--- src/rtl/ascs_pkg.sv ---
// Contract
// - With stop-on-first-irq set, first converter interrupt clears auto-sample-start.
// - With stop-on-first-irq clear, sequences keep running and overwrite results.
// - Auto-sample-start set: sampling restarts after conversion, sample-enable set by hardware.
// - Auto-sample-start clear: sampling starts only when software writes sample-enable one.
// - Sample-enable reads one while sampling, zero while holding.
// - Trigger source zero: software writing sample-enable zero ends sampling, starts conversion.
// - Trigger source nonzero: hardware clears sample-enable and starts conversion.
// - Conversion-complete sets when a conversion finishes; reads zero otherwise.
// - Software clears conversion-complete by writing zero; clear never disturbs conversion.
// - Conversion-complete clears automatically when a new conversion starts.
package ascs_pkg;
    localparam logic [3:0] CTRL_OFFSET = 4'h0;
    localparam logic [3:0] RESULT_OFFSET = 4'h4;
    localparam logic [3:0] CFG_OFFSET = 4'h8;
    localparam int DONE_BIT = 0;
    localparam int SAMPLE_ENABLE_BIT = 1;
    localparam int AUTO_BIT = 2;
    localparam int STOP_BIT = 4;
    localparam int TRIG_LSB = 5;
    localparam int TRIG_W = 3;
    localparam int ON_BIT = 15;
    localparam logic [31:0] CTRL_RESET = 32'h0000_0000;
    localparam logic [7:0] SAMPLE_CYCLES_RESET = 8'h04;
    localparam logic [7:0] CONV_CYCLES_RESET = 8'h0c;
    localparam logic [1:0] RESP_OKAY = 2'h0;
    localparam logic [1:0] RESP_SLVERR = 2'h2;
    localparam logic [2:0] TRIG_MANUAL = 3'h0;
    localparam logic [2:0] TRIG_AUTO = 3'h7;
    typedef enum logic [1:0] {
        ST_IDLE = 2'b00,
        ST_SAMPLE = 2'b01,
        ST_CONVERT = 2'b10
    } ascs_state_t;
endpackage : ascs_pkg

--- src/rtl/ascs_adc_sequencer.sv ---
// The AXI4-Lite slave port and the placing of the registers are this design's own decisions.
`timescale 1ns/1ps
module ascs_adc_sequencer #(
    parameter int RESULT_W = 10
) (
    input wire logic mclk,
    input wire logic rst,
    input wire logic [3:0] s_axi_awaddr,
    input wire logic s_axi_awvalid,
    output logic s_axi_awready,
    input wire logic [31:0] s_axi_wdata,
    input wire logic [3:0] s_axi_wstrb,
    input wire logic s_axi_wvalid,
    output logic s_axi_wready,
    output logic [1:0] s_axi_bresp,
    output logic s_axi_bvalid,
    input wire logic s_axi_bready,
    input wire logic [3:0] s_axi_araddr,
    input wire logic s_axi_arvalid,
    output logic s_axi_arready,
    output logic [31:0] s_axi_rdata,
    output logic [1:0] s_axi_rresp,
    output logic s_axi_rvalid,
    input wire logic s_axi_rready,
    input wire logic convTrigger,
    input wire logic [RESULT_W-1:0] adcData,
    output logic sampling,
    output logic convIrq
);
    import ascs_pkg::*;

    ascs_state_t state_q, state_d;
    logic moduleOn_q, stopOnFirstIrq_q, autoSampleStart_q, sampleEnable_q, convDone_q;
    logic [TRIG_W-1:0] trigSource_q;
    logic [7:0] sampleCycles_q, convCycles_q, count_q;
    logic [RESULT_W-1:0] result_q;
    logic trigS1_q, trigS2_q, trigS3_q;
    logic awHeld_q, wHeld_q;
    logic [3:0] awAddr_q;
    logic [31:0] wData_q;
    logic [3:0] wStrb_q;
    logic sampling_q, convIrq_q;
    logic awReady_q, wReady_q, arReady_q;
    logic trigPrev_q;

    // Write channel capture, either order
    wire awTake = s_axi_awvalid && awReady_q;
    wire wTake = s_axi_wvalid && wReady_q;
    wire awHave = awHeld_q || awTake;
    wire wHave = wHeld_q || wTake;
    wire [3:0] wrAddr = awHeld_q ? awAddr_q : s_axi_awaddr;
    wire [31:0] wrData = wHeld_q ? wData_q : s_axi_wdata;
    wire [3:0] wrStrb = wHeld_q ? wStrb_q : s_axi_wstrb;
    wire wrFire = awHave && wHave && !s_axi_bvalid;
    wire wrCtrl = wrFire && wrAddr == CTRL_OFFSET && wrStrb[0];
    wire wrCtrlHi = wrFire && wrAddr == CTRL_OFFSET && wrStrb[1];
    wire wrCfg = wrFire && wrAddr == CFG_OFFSET;
    wire wrOk = wrAddr == CTRL_OFFSET || wrAddr == CFG_OFFSET || wrAddr == RESULT_OFFSET;
    wire bHold = s_axi_bvalid && !s_axi_bready;
    wire rdTake = s_axi_arvalid && arReady_q;
    wire rHold = s_axi_rvalid && !s_axi_rready;
    wire rdOk = s_axi_araddr == CTRL_OFFSET || s_axi_araddr == CFG_OFFSET || s_axi_araddr == RESULT_OFFSET;

    // Trigger pin, counted once stages two and three agree
    wire trigRise = trigS2_q && trigS3_q && !trigPrev_q;
    wire [TRIG_W-1:0] newTrig = wrCtrl ? wrData[TRIG_LSB +: TRIG_W] : trigSource_q;
    wire swStart = wrCtrl && wrData[SAMPLE_ENABLE_BIT] && !sampleEnable_q && !autoSampleStart_q;
    wire swEnd = wrCtrl && !wrData[SAMPLE_ENABLE_BIT] && sampleEnable_q && trigSource_q == TRIG_MANUAL;
    wire countDone = count_q == 8'h00;
    wire hwEnd = sampleEnable_q && trigSource_q != TRIG_MANUAL
        && (trigSource_q == TRIG_AUTO ? countDone : trigRise);
    wire inSample = state_q == ST_SAMPLE;
    wire enterSample = state_d == ST_SAMPLE && state_q != ST_SAMPLE;
    wire convStart = moduleOn_q && inSample && (swEnd || hwEnd);
    wire convFinish = moduleOn_q && state_q == ST_CONVERT && countDone;
    wire autoRestart = convFinish && autoSampleStart_q && !stopOnFirstIrq_q;
    logic [31:0] ctrlRead;
    assign ctrlRead = {
        16'h0000,
        moduleOn_q,
        7'h00,
        trigSource_q,
        stopOnFirstIrq_q,
        1'b0,
        autoSampleStart_q,
        sampleEnable_q,
        convDone_q
    };
    wire [31:0] cfgRead = {16'h0000, convCycles_q, sampleCycles_q};
    wire [31:0] resultRead = {{(32 - RESULT_W){1'b0}}, result_q};
    wire [31:0] rdData = s_axi_araddr == CTRL_OFFSET ? ctrlRead
        : s_axi_araddr == CFG_OFFSET ? cfgRead
        : s_axi_araddr == RESULT_OFFSET ? resultRead : 32'h0000_0000;

    always_comb begin
        state_d = state_q;
        case (state_q)
            ST_IDLE: begin
                if (moduleOn_q && (swStart || (autoSampleStart_q && !stopOnFirstIrq_q)
                    || (wrCtrl && wrData[AUTO_BIT] && !wrData[STOP_BIT]))) begin
                    state_d = ST_SAMPLE;
                end
            end
            ST_SAMPLE: begin
                if (convStart) begin
                    state_d = ST_CONVERT;
                end
            end
            ST_CONVERT: begin
                if (convFinish) begin
                    state_d = autoRestart ? ST_SAMPLE : ST_IDLE;
                end
            end
            default: state_d = ST_IDLE;
        endcase
        if (!moduleOn_q) begin
            state_d = ST_IDLE;
        end
    end

    // Three stage synchroniser for the trigger pin
    always_ff @(posedge mclk) begin
        trigS1_q <= convTrigger;
        trigS2_q <= trigS1_q;
        trigS3_q <= trigS2_q;
    end

    always_ff @(posedge mclk) begin
        if (rst) begin
            trigPrev_q <= 1'b0;
        end else if (trigS2_q == trigS3_q) begin
            trigPrev_q <= trigS3_q;
        end
    end

    always_ff @(posedge mclk) begin
        if (rst) begin
            awHeld_q <= 1'b0;
            awAddr_q <= 4'h0;
        end else begin
            awHeld_q <= awHave && !wrFire;
            if (awTake) begin
                awAddr_q <= s_axi_awaddr;
            end
        end
    end

    always_ff @(posedge mclk) begin
        if (rst) begin
            wHeld_q <= 1'b0;
            wData_q <= 32'h0000_0000;
            wStrb_q <= 4'h0;
        end else begin
            wHeld_q <= wHave && !wrFire;
            if (wTake) begin
                wData_q <= s_axi_wdata;
                wStrb_q <= s_axi_wstrb;
            end
        end
    end

    // Ready flags low while a word is held or a response waits
    always_ff @(posedge mclk) begin
        if (rst) begin
            awReady_q <= 1'b0;
            wReady_q <= 1'b0;
        end else begin
            awReady_q <= !awHave && !bHold;
            wReady_q <= !wHave && !bHold;
        end
    end

    always_ff @(posedge mclk) begin
        if (rst) begin
            s_axi_bvalid <= 1'b0;
            s_axi_bresp <= RESP_OKAY;
        end else if (wrFire) begin
            s_axi_bvalid <= 1'b1;
            s_axi_bresp <= wrOk ? RESP_OKAY : RESP_SLVERR;
        end else if (s_axi_bready) begin
            s_axi_bvalid <= 1'b0;
        end
    end

    always_ff @(posedge mclk) begin
        if (rst) begin
            arReady_q <= 1'b0;
        end else begin
            arReady_q <= !rdTake && !rHold;
        end
    end

    always_ff @(posedge mclk) begin
        if (rst) begin
            s_axi_rvalid <= 1'b0;
            s_axi_rdata <= 32'h0000_0000;
            s_axi_rresp <= RESP_OKAY;
        end else if (rdTake) begin
            s_axi_rvalid <= 1'b1;
            s_axi_rdata <= rdData;
            s_axi_rresp <= rdOk ? RESP_OKAY : RESP_SLVERR;
        end else if (s_axi_rready) begin
            s_axi_rvalid <= 1'b0;
        end
    end

    assign s_axi_awready = awReady_q;
    assign s_axi_wready = wReady_q;
    assign s_axi_arready = arReady_q;

    always_ff @(posedge mclk) begin
        if (rst) begin
            moduleOn_q <= CTRL_RESET[ON_BIT];
        end else if (wrCtrlHi) begin
            moduleOn_q <= wrData[ON_BIT];
        end
    end

    always_ff @(posedge mclk) begin
        if (rst) begin
            trigSource_q <= CTRL_RESET[TRIG_LSB +: TRIG_W];
        end else if (wrCtrl) begin
            trigSource_q <= newTrig;
        end
    end

    // Sample length for the internal trigger
    always_ff @(posedge mclk) begin
        if (rst) begin
            sampleCycles_q <= SAMPLE_CYCLES_RESET;
        end else if (wrCfg && wrStrb[0]) begin
            sampleCycles_q <= wrData[7:0];
        end
    end

    // Conversion length
    always_ff @(posedge mclk) begin
        if (rst) begin
            convCycles_q <= CONV_CYCLES_RESET;
        end else if (wrCfg && wrStrb[1]) begin
            convCycles_q <= wrData[15:8];
        end
    end

    always_ff @(posedge mclk) begin
        if (rst) begin
            stopOnFirstIrq_q <= CTRL_RESET[STOP_BIT];
        end else if (wrCtrl) begin
            stopOnFirstIrq_q <= wrData[STOP_BIT];
        end
    end

    // Hardware clear of auto start wins over a write in the same cycle
    always_ff @(posedge mclk) begin
        if (rst) begin
            autoSampleStart_q <= CTRL_RESET[AUTO_BIT];
        end else if (convFinish && stopOnFirstIrq_q) begin
            autoSampleStart_q <= 1'b0;
        end else if (wrCtrl) begin
            autoSampleStart_q <= wrData[AUTO_BIT];
        end
    end

    always_ff @(posedge mclk) begin
        if (rst) begin
            state_q <= ST_IDLE;
        end else begin
            state_q <= state_d;
        end
    end

    always_ff @(posedge mclk) begin
        if (rst) begin
            sampleEnable_q <= 1'b0;
        end else begin
            sampleEnable_q <= state_d == ST_SAMPLE;
        end
    end

    // One counter serves the sample phase and the conversion
    always_ff @(posedge mclk) begin
        if (rst) begin
            count_q <= 8'h00;
        end else if (enterSample) begin
            count_q <= sampleCycles_q;
        end else if (convStart) begin
            count_q <= convCycles_q;
        end else if (!countDone) begin
            count_q <= count_q - 8'h01;
        end
    end

    // Finish sets the flag and beats a clear in the same cycle
    always_ff @(posedge mclk) begin
        if (rst) begin
            convDone_q <= 1'b0;
        end else if (convFinish) begin
            convDone_q <= 1'b1;
        end else if (convStart) begin
            convDone_q <= 1'b0;
        end else if (wrCtrl && !wrData[DONE_BIT]) begin
            convDone_q <= 1'b0;
        end
    end

    always_ff @(posedge mclk) begin
        if (rst) begin
            result_q <= '0;
        end else if (convFinish) begin
            result_q <= adcData;
        end
    end

    always_ff @(posedge mclk) begin
        if (rst) begin
            convIrq_q <= 1'b0;
        end else begin
            convIrq_q <= convFinish;
        end
    end

    always_ff @(posedge mclk) begin
        if (rst) begin
            sampling_q <= 1'b0;
        end else begin
            sampling_q <= state_d == ST_SAMPLE;
        end
    end

    assign sampling = sampling_q;
    assign convIrq = convIrq_q;
endmodule : ascs_adc_sequencer

--- config.mk ---
export PLATFORM = sky130hd
export DESIGN_NAME = ascs_adc_sequencer
export DESIGN_NICKNAME = d
export VERILOG_FILES = /design/src/rtl/ascs_pkg.sv /design/src/rtl/ascs_adc_sequencer.sv
export SDC_FILE = /design/constraint.sdc
export NUM_CORES = 1
export LEC_CHECK = 0
export BUFFER_PORTS_ARGS = -buffer_cell sky130_fd_sc_hd__buf_2
export CORE_MARGIN = 2
export CORE_UTILIZATION = 56
export CTS_BUF_LIST = sky130_fd_sc_hd__clkbuf_8
export DETAILED_ROUTE_END_ITERATION = 8
export GPL_ROUTABILITY_DRIVEN = 0
export PLACE_DENSITY = 0.83
export SLEW_MARGIN = 30
export SYNTH_ARGS = -nofsm -noshare
export SYNTH_HDL_FRONTEND = slang
export SYNTH_SLANG_ARGS = --single-unit
--- constraint.sdc ---
create_clock -name mclk -period 3.3 [get_ports mclk]
set_clock_uncertainty 0.2 [all_clocks]
set_input_delay 0.66 -clock mclk [delete_from_list [all_inputs] [get_ports mclk]]
set_output_delay 0.66 -clock mclk [all_outputs]
set_load 0.03 [all_outputs]
Word-level counts from Yosys, hierarchy flattened --
Cells that the tools add are included.
Operators by class: $add $sub $neg 1, equal/unequal tests 11, multiplexer cells 25, reduce and logical (&&, ||, !) cells 76
Operators with widths (count):
- $mux 16 | 3
- $logic_and 1x1->1 | 41
- $mux 8 | 3
- $logic_not 1->1 | 16
- $mux 2 | 7
- $mux 10 | 1
- $logic_or 1x1->1 | 9
- $mux 1 | 9
- $eq 4x3->1 const B | 2
- $eq 4x4->1 const B | 2
- $logic_not 4->1 | 2
- $logic_not 8->1 | 1
- $sub 8x1->8 const B | 1
- $pmux 2 s3 | 1
- $reduce_bool 3->1 | 2
- $eq 2x1->1 const B | 2
- $mux 4 | 1
- $reduce_bool 2->1 | 2
- $eq 3x3->1 const B | 1
- $logic_not 3->1 | 1
- $ne 3x1->1 const B | 1
- $eq 2x2->1 const B | 1
- $logic_not 2->1 | 1
- $ne 2x1->1 const B | 1
- other kinds (2) | 2
Storage, ports and cells: flip-flop bits (word level) 114, input port bits 62

Logic depth before layout (Yosys ltp) --
depth after elaboration 18, gate-level depth with buffers 8, depth with buffers taken out 7

Least setup slack after synthesis --
OpenSTA, ideal clock, no wires.
path kind input-to-reg, start point in s_axi_awaddr[0], end point reg count_q[5], arrival time 2.080 ns, required time 2.983 ns, slack 0.902 ns, stages on the path 5, path buffers 0, cells stage by stage nor3_1 > o221ai_2 > o21ba_4 > or3_1 > a32o_1
Between the ends: word-level cells in the longest chain between the ends 16, elaborated cells on any way between the ends 26, classes of those cells 2 x eq/ne; 7 x mux; 17 x reduce/logical
Ends and longest elaborated chain:
- start, declared | RTL line ascs_adc_sequencer.sv:8 | input wire logic [3:0] s_axi_awaddr,
- $mux 4 * | RTL line ascs_adc_sequencer.sv:51 | wire [3:0] wrAddr = awHeld_q ? awAddr_q : s_axi_awaddr;
- $logic_not 4->1 * | RTL line ascs_adc_sequencer.sv:55 | wire wrCtrl = wrFire && wrAddr == CTRL_OFFSET && wrStrb[0];
- $logic_and 1x1->1 * (2 in series) | RTL line ascs_adc_sequencer.sv:55
- $logic_and 1x1->1 (3 in series) | RTL line ascs_adc_sequencer.sv:67 | wire swStart = wrCtrl && wrData[SAMPLE_ENABLE_BIT] && !sampleEnable_q && !autoSampleStart_q;
- $logic_or 1x1->1 | RTL line ascs_adc_sequencer.sv:99 | if (moduleOn_q && (swStart || (autoSampleStart_q && !stopOnFirstIrq_q)
- $logic_or 1x1->1 | RTL line ascs_adc_sequencer.sv:100 | || (wrCtrl && wrData[AUTO_BIT] && !wrData[STOP_BIT]))) begin
- $logic_and 1x1->1 | RTL line ascs_adc_sequencer.sv:99
- $mux 2 | RTL line ascs_adc_sequencer.sv:99
- $pmux 2 s3 | RTL line ascs_adc_sequencer.sv:97 | case (state_q)
- $mux 2 | RTL line ascs_adc_sequencer.sv:116 | if (!moduleOn_q) begin
- $eq 2x1->1 | RTL line ascs_adc_sequencer.sv:73 | wire enterSample = state_d == ST_SAMPLE && state_q != ST_SAMPLE;
- $logic_and 1x1->1 | RTL line ascs_adc_sequencer.sv:73
- $ne 3x1->1 (no source line) or $mux 8 (tied branches)
- end signal, assigned | RTL line ascs_adc_sequencer.sv:285 | count_q <= sampleCycles_q;
- end signal, assigned | RTL line ascs_adc_sequencer.sv:287 | count_q <= convCycles_q;
- end signal, assigned | RTL line ascs_adc_sequencer.sv:289 | count_q <= count_q - 8'h01;
- end, declared | RTL line ascs_adc_sequencer.sv:35 | logic [7:0] sampleCycles_q, convCycles_q, count_q;
Every way passes the cells marked *; elsewhere a longest branch is shown, timed or not. A chain may end at the register's enable or synchronous reset.

Final worst setup path --
start point reg wHeld_q, end point reg count_q[7]
Between the ends: word-level cells in the longest chain between the ends 17, elaborated cells on any way between the ends 31, classes of those cells 2 x eq/ne; 8 x mux; 21 x reduce/logical
Ends and longest elaborated chain:
- start, declared | RTL line ascs_adc_sequencer.sv:38 | logic awHeld_q, wHeld_q;
- start signal, assigned | RTL line ascs_adc_sequencer.sv:154 | wHeld_q <= wHave && !wrFire;
- $logic_or 1x1->1 | RTL line ascs_adc_sequencer.sv:50 | wire wHave = wHeld_q || wTake;
- $logic_and 1x1->1 (2 in series) | RTL line ascs_adc_sequencer.sv:54 | wire wrFire = awHave && wHave && !s_axi_bvalid;
- $logic_and 1x1->1 (2 in series) | RTL line ascs_adc_sequencer.sv:55
- $logic_and 1x1->1 (3 in series) | RTL line ascs_adc_sequencer.sv:67
- $logic_or 1x1->1 | RTL line ascs_adc_sequencer.sv:99
- $logic_or 1x1->1 | RTL line ascs_adc_sequencer.sv:100
- $logic_and 1x1->1 | RTL line ascs_adc_sequencer.sv:99
- $mux 2 | RTL line ascs_adc_sequencer.sv:99
- $pmux 2 s3 | RTL line ascs_adc_sequencer.sv:97
- $mux 2 | RTL line ascs_adc_sequencer.sv:116
- $eq 2x1->1 | RTL line ascs_adc_sequencer.sv:73
- $logic_and 1x1->1 | RTL line ascs_adc_sequencer.sv:73
- $ne 3x1->1 (no source line) or $mux 8 (tied branches)
Several ways; a longest one is shown, not always the timed one.

==> impl_metrics.ini <==
[synthesis]
yosysSeqAreaShare_pct = 43.56
synthAdderAreaFrac_pct = 0.8508
synth.area.top_cells = dfxtp_1 44%, mux2i_1 8.6%, nand2_1 6.4%, a21oi_1 5.7%, nor2_1 4.8%
synth_top_family_by_area = simple AND/OR/NAND/NOR gates
netlist_area_um2 = 4412
synth_most_common_cell = dfxtp_1
synthFlopType = dfxtp_1
synth_top_area_share_pct = 43.56
synth_area_leader_cell = dfxtp_1
ys.warnings.count = 0
synth_cell_type_count = 55
synth_edf_count = 0
yosys.area_share.simple_pct = 21.16
synth_compound_area_share_pct = 16.28
synthXorXnorAreaFrac_pct = 0.5956
synth_area_per_cell_um2 = 8.650
synthCells = 510
synthArstFlopShare_pct = 0
synth_seq_cells = 96
synth_top_cells_by_count = 96 x dfxtp_1, 75 x nand2_1, 56 x nor2_1
muxShareOfSynthArea_pct = 10.92

[cells_and_area]
final_cell_count_no_fill = 678
drive_above_1_share_pct = 20.31
syn_to_final_growth_pct = 12.39
multiInputGateArea_um2 = 2265
seq_area_um2 = 1922
layout.nets = 636
fillers = 627
diodes = 0

[pwr]
power.internal_w = 0.001754
p_switching_w = 0.0008552
power.leakage_nw = 1.908
p_clk_share_pct = 28.2
power.share.combinational_pct = 22.3
vdd_drop_max_v = 0.0003278
seq_power_share_pct = 49.5
p_per_area_nw_per_um2 = 526.2
p_sw_share_pct = 32.78

[floorplan]
die_x_um = 92.76
fp.dieArea_um2 = 8604
die_h_um = 92.76
initial_core_util_pct = 57.39
pin_count = 105
core_area_um2 = 7687
rows = 32

[routing]
route.detailed.drc = 0
vias_per_cell = 5.869
wl_per_cell_um = 15.99
top_layer = met4
wirelength_mm = 10.84
wl_met3_um = 653
ant_nets = 0
dr_total_vias = 3979
wl_met1_mm = 4.595
met2_length_mm = 5.235
drt_iter0_drc = 375
drt_pre_antenna_iters = 5

[run_status]
status = finished, final reports clean

[worst_setup_path]
required_ns = 3.35
worst_r2r_startpoint = wHeld_q$_SDFF_PP0_
reg2regPathDepth = 6
r2r_slack_ns = 0.81
startpoint_type = flip-flop
critPathSlowestCell = dfxtp_1
r2r_end = count_q[7]$_SDFFE_PP0P_
end_kind = flip-flop
crit_chain = buf_4 > mux2_2 > o221ai_2 > o21ba_4 > or3_1 > a32o_1
critPathArrivalTime_ns = 2.55
critPathKind = flip-flop to flip-flop
cpPeakStageDelay_ns = 0.49
cp_top_family = compound AO/OA/AOI/OAI gates
crit_buf_inv = 1
critPathMaxFanout = 15

[global_routing]
grt_max_degree = 57
grt-ovfl-total = 0
grt_pass1_wl_mm = 17.55
grt_use_total_pct = 25.74
antenna_found_initial = 0
grt_pass1_vias = 3650

[hold_path]
worstHoldPathCells = 0
worstHoldStart = trigS1_q$_DFF_P_
hold_path_class = flip-flop to flip-flop
hold_end = trigS2_q$_DFF_P_

[sta]
fin_crit_sh_pct = 75.54
hold_viol_final = 0
setup_viol = 0
setup_tns_ns = 0
fmax_ghz = 0.4012
slew_headroom_pct = 52.65
slew_viol_final = 0
tightest_slew_ns = 0.7103
period_minus_slack_ns = 2.493
rsz0062_at_grt = false

[cts]
cts_tree = built
cts-root-buf = clkbuf_8
cts_max_path_buffers = 2
cts_sinks = 96
postCtsHoldBufs = 0
postCtsSetupBuffers = 0
clk_pin_slew_ns = 0.10
clk_latency_ns = 0.36
ctsResizeCount = 0
htreeDepth = 3
numCtsBuffers = 9

[placed_design]
dp_cells = 662
io_buffers = 68
place_hpwl_mm = 7.823

[flow_run]
maxCapViolations = 0
through the flow:
step | util [%] | total power, W | hold WS (ns) | worst slack [ns] | cell area [µm²]
after CTS | 64.50 | 0.002605 | 0.1545 | 0.8386 | 4959
after global placement | 62.08 | 0.001864 | 0.1116 | 0.6058 | 4772
after floorplan | - | 0.001741 | 0.1096 | 0.9025 | 4476
final | 64.50 | 0.002609 | 0.1524 | 0.8073 | 4959
after detailed placement | 62.08 | 0.001887 | 0.1314 | 0.5229 | 4772
after global routing | 64.50 | 0.002725 | 0.1571 | 0.6365 | 4959
registers in the layout (all words and copies together) (netlist names), 2 cells and up:
register and count:
state_q 2, sampleCycles_q 8, convCycles_q 8, count_q 8, trigSource_q 3, wData_q 16
s_axi_rdata 16, result_q 10, wStrb_q 2, awAddr_q 4
layer usage:
| metal | vias to the layer above | global-route usage, % |
|---|---|---|
| li1 | 1881 | - |
| met1 | 1892 | 33.54 |
| met5 | - | 0 |
| met3 | 30 | 3.255 |
| met2 | 176 | 43.06 |
| met4 | 0 | 10.78 |
cell type report:
| type | instances | area share [%] |
|---|---|---|
| multi-input combinational | 378 | 45.67 |
| inverter | 8 | 0.6056 |
| timing repair buffer | 78 | 8.630 |
| tap | 102 | 2.574 |
| sequential | 96 | 38.76 |
| clock inverter | 7 | 1.262 |
| clock buffer | 9 | 2.498 |
power groups by stage:
stage               registers, W  logic (W)  clock network, W
floorplan                0.00132   0.000426                 0
global placement         0.00131   0.000554                 0
detailed placement       0.00132   0.000568                 0
CTS                      0.00129   0.000577          0.000736
global route             0.00130   0.000641          0.000780
finish                   0.00129   0.000581          0.000736
how the worst max path moves through the flow:
stage | start | to | slack, ns | depth (start not counted)
finish | wHeld_q$_SDFF_PP0_ | count_q[7]$_SDFFE_PP0P_ | 0.81 | 6
global route | count_q[2]$_SDFFE_PP0P_ | count_q[0]$_SDFFE_PP0P_ | 0.64 | 5
CTS | wHeld_q$_SDFF_PP0_ | count_q[7]$_SDFFE_PP0P_ | 0.84 | 6
detailed placement | s_axi_awaddr[0] | count_q[7]$_SDFFE_PP0P_ | 0.52 | 6
global placement | s_axi_awaddr[0] | count_q[6]$_SDFFE_PP0P_ | 0.61 | 6
floorplan | s_axi_awaddr[0] | count_q[5]$_SDFFE_PP0P_ | 0.90 | 5
logic make-up after synthesis:
| family | after synthesis |
|---|---|
| muxes | 47 |
| adders and majority gates | 3 |
| AOI/OAI and AO/OA | 110 |
| DFF | 96 |
| other | 1 |
| xor gates and xnor gates | 3 |
| buffers and inverters | 53 |
| and+or+nand+nor | 197 |
layout by cell type, fill, tap and decap left out, drive strengths merged, types with 3 or more instances in the layout:
| cell type | Yosys | routed |
|---|---|---|
| a21oi | 51 | 51 |
| conb | 1 | 18 |
| nand2b | 4 | 4 |
| mux2 | 9 | 9 |
| nand2 | 75 | 75 |
| mux2i | 38 | 38 |
| nand4 | 5 | 5 |
| nor3 | 12 | 12 |
| a32o | 3 | 3 |
| a211oi | 9 | 9 |
| buf | 28 | 78 |
| or3 | 6 | 6 |
| inv | 8 | 11 |
| nand3 | 17 | 17 |
| and3 | 3 | 3 |
| o221ai | 8 | 8 |
| nor2b | 3 | 3 |
| clkinv | 0 | 3 |
| o21ai | 18 | 18 |
| clkbuf | 17 | 9 |
| a22oi | 3 | 3 |
| dfxtp | 96 | 96 |
| nor3b | 6 | 6 |
| ha | 3 | 3 |
| a221oi | 3 | 3 |
| nor2 | 56 | 56 |
No activity file was read; power rests on OpenSTA's default activity.
